## config.mk

```make
export PLATFORM = sky130hd
export DESIGN_NAME = pmic_startup_timing_control
export DESIGN_NICKNAME = d
export VERILOG_FILES = /design/src/rtl/startup_timing_pkg.sv /design/src/rtl/pmic_startup_timing_control.sv
export SDC_FILE = /design/constraint.sdc
export NUM_CORES = 1
export LEC_CHECK = 0
export BUFFER_PORTS_ARGS = -buffer_cell sky130_fd_sc_hd__buf_2
export CORE_MARGIN = 10
export CORE_UTILIZATION = 35
export CTS_BUF_LIST = sky130_fd_sc_hd__clkbuf_2
export DETAILED_ROUTE_END_ITERATION = 10
export SYNTH_ARGS = -nofsm -noshare
export SYNTH_HDL_FRONTEND = slang
export SYNTH_SLANG_ARGS = --single-unit
export TNS_END_PERCENT = 20
```

## constraint.sdc

```tcl
create_clock -name clk_sys -period 4.6 [get_ports clk_sys]
set_input_delay 0.23 -clock clk_sys [delete_from_list [all_inputs] [get_ports clk_sys]]
set_output_delay 0.23 -clock clk_sys [all_outputs]
set_load 0.005 [all_outputs]
```

## src/rtl/startup_timing_pkg.sv

```systemverilog
package startup_timing_pkg;
    localparam int unsigned CLK_HZ          = 20_000_000;
    localparam int unsigned FUSE_LOAD_US    = 600;
    localparam int unsigned SELF_TEST_US    = 700;
    localparam int unsigned FIRST_SLOT_US   = 100;
    localparam int unsigned REG2RESET_US    = 1500;
    localparam int unsigned FUSE_LOAD_CYC   = FUSE_LOAD_US * (CLK_HZ / 1_000_000);
    localparam int unsigned SELF_TEST_CYC   = SELF_TEST_US * (CLK_HZ / 1_000_000);
    localparam int unsigned FIRST_SLOT_CYC  = FIRST_SLOT_US * (CLK_HZ / 1_000_000);
    localparam int unsigned REG2RESET_CYC   = REG2RESET_US * (CLK_HZ / 1_000_000);
    localparam int unsigned DBNC_CYC        = 640;
    localparam int unsigned SLOT_CYC        = 600;
    localparam int unsigned CNT_W           = 16;
    localparam logic        LPOFF_RESET     = 1'b0;
    localparam logic [7:0]  SLOT_OFF        = 8'h00;
    localparam logic        MODE_LEVEL      = 1'b0;
    localparam logic        MODE_EDGE       = 1'b1;

    typedef enum logic [6:0] {
        ST_FUSE   = 7'b0000001,
        ST_LPOFF  = 7'b0000010,
        ST_DBNC   = 7'b0000100,
        ST_TEST   = 7'b0001000,
        ST_FIRST  = 7'b0010000,
        ST_SEQ    = 7'b0100000,
        ST_RUN    = 7'b1000000
    } state_t;
endpackage

```

## src/rtl/pmic_startup_timing_control.sv

```systemverilog
`timescale 1ns/100ps
`default_nettype none
module pmic_startup_timing_control
    import startup_timing_pkg::*;
#(
    parameter int unsigned FUSE_CYC  = FUSE_LOAD_CYC,
    parameter int unsigned TEST_CYC  = SELF_TEST_CYC,
    parameter int unsigned FIRST_CYC = FIRST_SLOT_CYC,
    parameter int unsigned R2R_CYC   = REG2RESET_CYC,
    parameter int unsigned SLOT_T    = SLOT_CYC,
    parameter int unsigned DB_CYC    = DBNC_CYC
) (
    input  wire logic       clk_sys,
    input  wire logic       rst_b,
    input  wire logic       power_on_request,
    input  wire logic       power_on_pin_mode,
    input  wire logic       lpoff_wr_en,
    input  wire logic       lpoff_wr_data,
    input  wire logic [7:0] reg_slot,
    input  wire logic [7:0] reset_slot,
    output logic            low_power_off_sel,
    output logic            low_power_off_state,
    output logic            fuse_load_done,
    output logic            self_test_done,
    output logic            circuits_en,
    output logic            reg_en,
    output logic            host_reset_out,
    output logic            run_mode
);
    state_t           st_r, st_nxt;
    logic [CNT_W-1:0] cnt_r, cnt_nxt;
    logic [CNT_W-1:0] r2r_r, r2r_nxt;
    logic [7:0]       slot_r, slot_nxt;
    logic             lpsel_r, lpsel_nxt;
    logic             fuse_r, fuse_nxt;
    logic             test_r, test_nxt;
    logic             reg_r, reg_nxt;
    logic             rst_out_r, rst_out_nxt;
    logic             req_d_r;
    logic             last_slot;
    logic [7:0]       final_slot;

    // reset pin without a slot follows the last regulator
    assign final_slot = (reset_slot == SLOT_OFF) ? reg_slot : reset_slot;
    assign last_slot  = (slot_r >= final_slot);
    // slot codes past the final one are never reached, except slot 1 when the final slot is 0

    // state-derived port values, registered below so every port leaves a flip-flop
    logic             lp_state_nxt;
    logic             circ_nxt;
    logic             run_nxt;

    always_comb begin
        lp_state_nxt = 1'b0;
        circ_nxt     = 1'b0;
        run_nxt      = 1'b0;
        case (st_nxt)
            ST_LPOFF, ST_DBNC: begin
                lp_state_nxt = 1'b1;
            end
            ST_TEST, ST_FIRST, ST_SEQ: begin
                circ_nxt = 1'b1;
            end
            ST_RUN: begin
                circ_nxt = 1'b1;
                run_nxt  = 1'b1;
            end
            default: begin
                lp_state_nxt = 1'b0;
            end
        endcase
    end

    always_comb begin
        st_nxt      = st_r;
        cnt_nxt     = cnt_r + 16'h0001;
        r2r_nxt     = r2r_r;
        slot_nxt    = slot_r;
        lpsel_nxt   = lpsel_r;
        fuse_nxt    = fuse_r;
        test_nxt    = test_r;
        reg_nxt     = reg_r;
        rst_out_nxt = rst_out_r;
        case (st_r)
            ST_FUSE: begin
                // request is not looked at until fuses are loaded
                if (cnt_r >= CNT_W'(FUSE_CYC - 1)) begin
                    fuse_nxt = 1'b1;
                    st_nxt   = ST_LPOFF;
                    cnt_nxt  = '0;
                end
            end
            ST_LPOFF: begin
                cnt_nxt = '0;
                // stays here with circuits off while request is inactive
                // level mode looks at the pin each cycle; edge mode needs a fall
                if (power_on_pin_mode == MODE_LEVEL && power_on_request) begin
                    st_nxt = ST_TEST;
                end else if (power_on_pin_mode == MODE_EDGE && req_d_r && !power_on_request) begin
                    st_nxt = ST_DBNC;
                end
            end
            ST_DBNC: begin
                // any rise during debounce restarts the wait from low-power off
                if (power_on_request) begin
                    st_nxt  = ST_LPOFF;
                end else if (cnt_r >= CNT_W'(DB_CYC - 1)) begin
                    st_nxt  = ST_TEST;
                    cnt_nxt = '0;
                end
            end
            ST_TEST: begin
                // circuits come up with the test, so this path is the slow one
                if (cnt_r >= CNT_W'(TEST_CYC - 1)) begin
                    test_nxt = 1'b1;
                    st_nxt   = ST_FIRST;
                    cnt_nxt  = '0;
                end
            end
            ST_FIRST: begin
                // both done flags gate the sequencer, even if fuse load ran long
                if (fuse_r && test_r && cnt_r >= CNT_W'(FIRST_CYC - 1)) begin
                    st_nxt   = ST_SEQ;
                    cnt_nxt  = '0;
                    slot_nxt = 8'h01;
                end
            end
            ST_SEQ: begin
                // saturates so a long programmed sequence cannot wrap the span
                if (reg_r && r2r_r != {CNT_W{1'b1}}) begin
                    r2r_nxt = r2r_r + 16'h0001;
                end
                if (reg_slot != SLOT_OFF && slot_r == reg_slot) begin
                    reg_nxt = 1'b1;
                end
                if (cnt_r >= CNT_W'(SLOT_T - 1)) begin
                    cnt_nxt = '0;
                    // host reset released only once the final slot has run out
                    if (last_slot) begin
                        st_nxt      = ST_RUN;
                        rst_out_nxt = 1'b1;
                    end else begin
                        slot_nxt = slot_r + 8'h01;
                    end
                end
            end
            ST_RUN: begin
                // write pulses outside run are dropped on purpose
                cnt_nxt = '0;
                if (lpoff_wr_en) begin
                    lpsel_nxt = lpoff_wr_data;
                end
            end
            default: begin
                st_nxt = ST_FUSE;
            end
        endcase
    end

    // supply threshold crossing modelled by rst_b; select bit only survives within one power cycle
    always_ff @(posedge clk_sys) begin
        if (!rst_b) begin
            // counters restart each power cycle
            st_r      <= ST_FUSE;
            cnt_r     <= '0;
            r2r_r     <= '0;
            slot_r    <= 8'h00;
            lpsel_r   <= LPOFF_RESET;
            fuse_r    <= 1'b0;
            test_r    <= 1'b0;
            reg_r     <= 1'b0;
            rst_out_r <= 1'b0;
            // cleared low so no false fall is seen right after release
            req_d_r   <= 1'b0;
        end else begin
            st_r      <= st_nxt;
            cnt_r     <= cnt_nxt;
            r2r_r     <= r2r_nxt;
            slot_r    <= slot_nxt;
            lpsel_r   <= lpsel_nxt;
            fuse_r    <= fuse_nxt;
            test_r    <= test_nxt;
            reg_r     <= reg_nxt;
            rst_out_r <= rst_out_nxt;
            req_d_r   <= power_on_request;
        end
    end

    always_ff @(posedge clk_sys) begin
        if (!rst_b) begin
            low_power_off_sel   <= 1'b0;
            low_power_off_state <= 1'b0;
            fuse_load_done      <= 1'b0;
            self_test_done      <= 1'b0;
            circuits_en         <= 1'b0;
            reg_en              <= 1'b0;
            host_reset_out      <= 1'b0;
            run_mode            <= 1'b0;
        end else begin
            low_power_off_sel   <= lpsel_nxt;
            low_power_off_state <= lp_state_nxt;
            fuse_load_done      <= fuse_nxt;
            self_test_done      <= test_nxt;
            circuits_en         <= circ_nxt;
            reg_en              <= reg_nxt;
            host_reset_out      <= rst_out_nxt;
            run_mode            <= run_nxt;
        end
    end
endmodule // pmic_startup_timing_control
`default_nettype wire

```

==> flow_summary.yaml <==
layout:
  area.growth.synth_to_final_pct: 11.42
  final_common_cell: "sky130_fd_sc_hd__nor2_1"
  n_antenna_cell: 0
  design_area_um2: 2734
  postLayoutCoreUtil_pct: 40.24
  layout.nets: 360
  layout_common_cells: "sky130_fd_sc_hd__nor2_1, sky130_fd_sc_hd__dfxtp_1, sky130_fd_sc_hd__buf_2, sky130_fd_sc_hd__a21oi_1, sky130_fd_sc_hd__nand2_1"
  final-instance-count-excl-fill: 425
  layout_cells_sized_above_1_pct: 15.81
synthesis:
  synthCells: 303
  synth_top_cell_area_share_pct: 32.64
  syn-cell-area_um2: 2454
  postSynthRegisterBits: 40
  yosys.area.top_type: "sky130_fd_sc_hd__dfxtp_1"
  synth.net_count: 335
  netlist-cell-type-count: 57
  synth_async_sr_flop_share_pct: 0
  synthesis.area_per_instance_um2: 8.098
  yosys_warnings: 0
  seq_area_frac_synth_pct: 32.64
  synth-edff-count: 0
  synth_top_cells_by_area: "sky130_fd_sc_hd__dfxtp_1, sky130_fd_sc_hd__nor2_1, sky130_fd_sc_hd__ha_1, sky130_fd_sc_hd__xor2_1, sky130_fd_sc_hd__a21oi_1"
  dominantRegCellSynth: "sky130_fd_sc_hd__dfxtp_1"
timing:
  clock-skew-final_ns: 0.02932
  grt_setup_unrepaired: "no"
  final_period_utilization_pct: 70.92
  setup_tns_ns: 0
  tightestPinTransition_ns: 1.010
  slew_violations: 0
  max_clock_freq_ghz: 0.3065
  setup_viol_count_final: 0
  final-hold-violation-count: 0
  maxSlewHeadroom_pct: 31.73
  final_period_minus_worst_setup_slack_ns: 3.262
cts:
  hold_bufs_at_cts: 0
  cts.clk_slew.worst_paths_ns: 0.23
  tritoncts.num_buffers: 5
  htree_num_levels: 2
  ctsResizeCount: 0
  clk-insertion-delay-late_ns: 0.42
  cts.path.max_buffers: 2
  master_cell_of_the_clock_root_buffer: "sky130_fd_sc_hd__clkbuf_2"
  clock_tree_from_tritoncts: "done"
  clock_sinks: 40
  post-cts-setup-buffers: 0
grt:
  grt_first_pass_wirelength_mm: 9.853
  grt_max_degree: 17
  grt_util_all_layers_pct: 10.65
  antenna_violations_before_repair: 0
  grt_pass1_vias: 2118
  globalRouteOverflowTotal: 0
power_and_ir_drop:
  power_density_nw_per_um2: 221.7
  ir_drop_uv: 176.3
  leakage_nw: 1.095
routing:
  drt.antenna.violating_nets: 0
  route.detailed.wl_per_inst_um: 13.90
  drc: 0
  wl_mm: 5.909
  detailedRoute.firstIterationViolations: 114
  firstDrtPassIters: 4
  route.vias.total: 2234
  avgViaCountPerCell: 5.256
floorplan:
  design.portCount: 30
  die_w_um: 103.7
  fp_rows: 30
  coreArea_um2: 6794
  die-height_um: 103.7
  dieArea_um2: 10760
  initial_utilization_pct: 36.11
worst_setup_path:
  setup.worst_path.class: "in2reg"
  crit_path_end_kind: "flop"
  critPathMaxFanout: 9
  crit_path_start_kind: "input pin"
  worstPathArrival_ns: 3.62
  cp_data_required_time_ns: 4.95
place:
  post-place-cells: 417
  dp_hpwl_mm: 4.604
  place.port_buffers: 29
  gp_routability_congestion: 0.8893
  dpl_cell_area_um2: 2666
run_status:
  outcome: "complete, no violations"
job:
  maxCapViolations: 0
worst_hold_path:
  worstHoldPathType: "in2reg"
## layer usage
| layer | share of wire, % | up-vias | track usage, % |
|---|---|---|---|
| met2 | 46 | 40 | 17.61 |
| met1 | 48 | 1037 | 13.36 |
| li1 | - | 1150 | - |
| met5 | 0 | - | 0 |
| met4 | 1.6 | 0 | 3.678 |
| met3 | 3.7 | 7 | 2.169 |
## metrics by stage
stage | setup WS, ns | hold slack [ns] | total power [mW]
finish | 1.338 | 0.07045 | 0.6061
CTS | 1.379 | 0.04910 | 0.6156
global route | 1.169 | 0.007786 | 0.6398
global placement | 0.9914 | 0.4407 | 0.3981
floorplan | 1.224 | 0.3517 | 0.3806
detailed placement | 0.8945 | 0.4491 | 0.3985
## report_power, final
| part | total (mW) | leakage [nW] | internal [mW] | switching, mW |
|---|---|---|---|---|
| Combinational | 0.0384 | 0.733 | 0.0170 | 0.0214 |
| Sequential | 0.353 | 0.323 | 0.350 | 0.00272 |
| Clock | 0.215 | 0.0390 | 0.0906 | 0.124 |
| Total | 0.606 | 1.10 | 0.458 | 0.148 |
## area by class of cell
| class | instances | area, um^2 |
|---|---|---|
| Clock inverter | 3 | 42.54 |
| Tap cell | 96 | 120.1 |
| Clock buffer | 5 | 25.02 |
| Sequential cell | 40 | 800.8 |
| Fill cell | 715 | 4060 |
| Inverter | 6 | 22.52 |
| Multi-Input combinational cell | 245 | 1570 |
| Timing Repair Buffer | 30 | 152.6 |
## state kept, by name, indices dropped and copies added (netlist names)
register,count
circuits_en,1
cnt_r,16
fuse_load_done,1
host_reset_out,1
low_power_off_sel,1
low_power_off_state,1
reg_en,1
req_d_r,1
run_mode,1
self_test_done,1
slot_r,8
st_r,7
## worst max-delay path, cell delays in order
cell and delay (ns):
sky130_fd_sc_hd__buf_2 0.10, sky130_fd_sc_hd__or4_1 0.52, sky130_fd_sc_hd__nor4_1 0.23, sky130_fd_sc_hd__nor2b_1 0.43, sky130_fd_sc_hd__a21o_1 0.19, sky130_fd_sc_hd__ha_1 0.21
sky130_fd_sc_hd__nand2b_1 0.14, sky130_fd_sc_hd__a2111oi_0 0.42, sky130_fd_sc_hd__o41ai_1 0.13, sky130_fd_sc_hd__buf_4 0.16, sky130_fd_sc_hd__a22oi_2 0.40, sky130_fd_sc_hd__nand4_1 0.16
sky130_fd_sc_hd__mux2_2 0.29
## cells in the mapped netlist, types with 7 or more instances
cell,count
sky130_fd_sc_hd__nand3_1,13
sky130_fd_sc_hd__nand2_1,20
sky130_fd_sc_hd__dfxtp_1,40
sky130_fd_sc_hd__a21oi_1,20
sky130_fd_sc_hd__clkbuf_1,8
sky130_fd_sc_hd__nor2_1,52
sky130_fd_sc_hd__and3_1,10
sky130_fd_sc_hd__nor4_1,7
sky130_fd_sc_hd__xor2_1,13
sky130_fd_sc_hd__nand4_1,7
sky130_fd_sc_hd__ha_1,10
sky130_fd_sc_hd__xnor2_1,11
sky130_fd_sc_hd__nor3_1,9
sky130_fd_sc_hd__nor2b_1,7
## final timing paths
path / cells past startpoint / from / endpoint / slack (ns)
setup / recovery: 13 / reset_slot[4] / slot_r[5]$_SDFFE_PN0P_ / 1.34
setup reg to reg: 7 / cnt_r[0]$_SDFF_PN0_ / slot_r[5]$_SDFFE_PN0P_ / 1.91
hold reg to reg: 2 / low_power_off_sel$_SDFFE_PN0P_ / low_power_off_sel$_SDFFE_PN0P_ / 0.47
hold / removal: 3 / lpoff_wr_data / low_power_off_sel$_SDFFE_PN0P_ / 0.07
## cell families after synthesis
family | Yosys count | synth area share [%]
xor+xnor | 24 | 8.567
simple gates | 149 | 31.41
flops | 40 | 32.64
mux | 3 | 1.326
compound gates | 59 | 17.59
fa+ha+maj | 10 | 5.099
buf+inv | 18 | 3.366
Power figures use the tool's default switching activity.
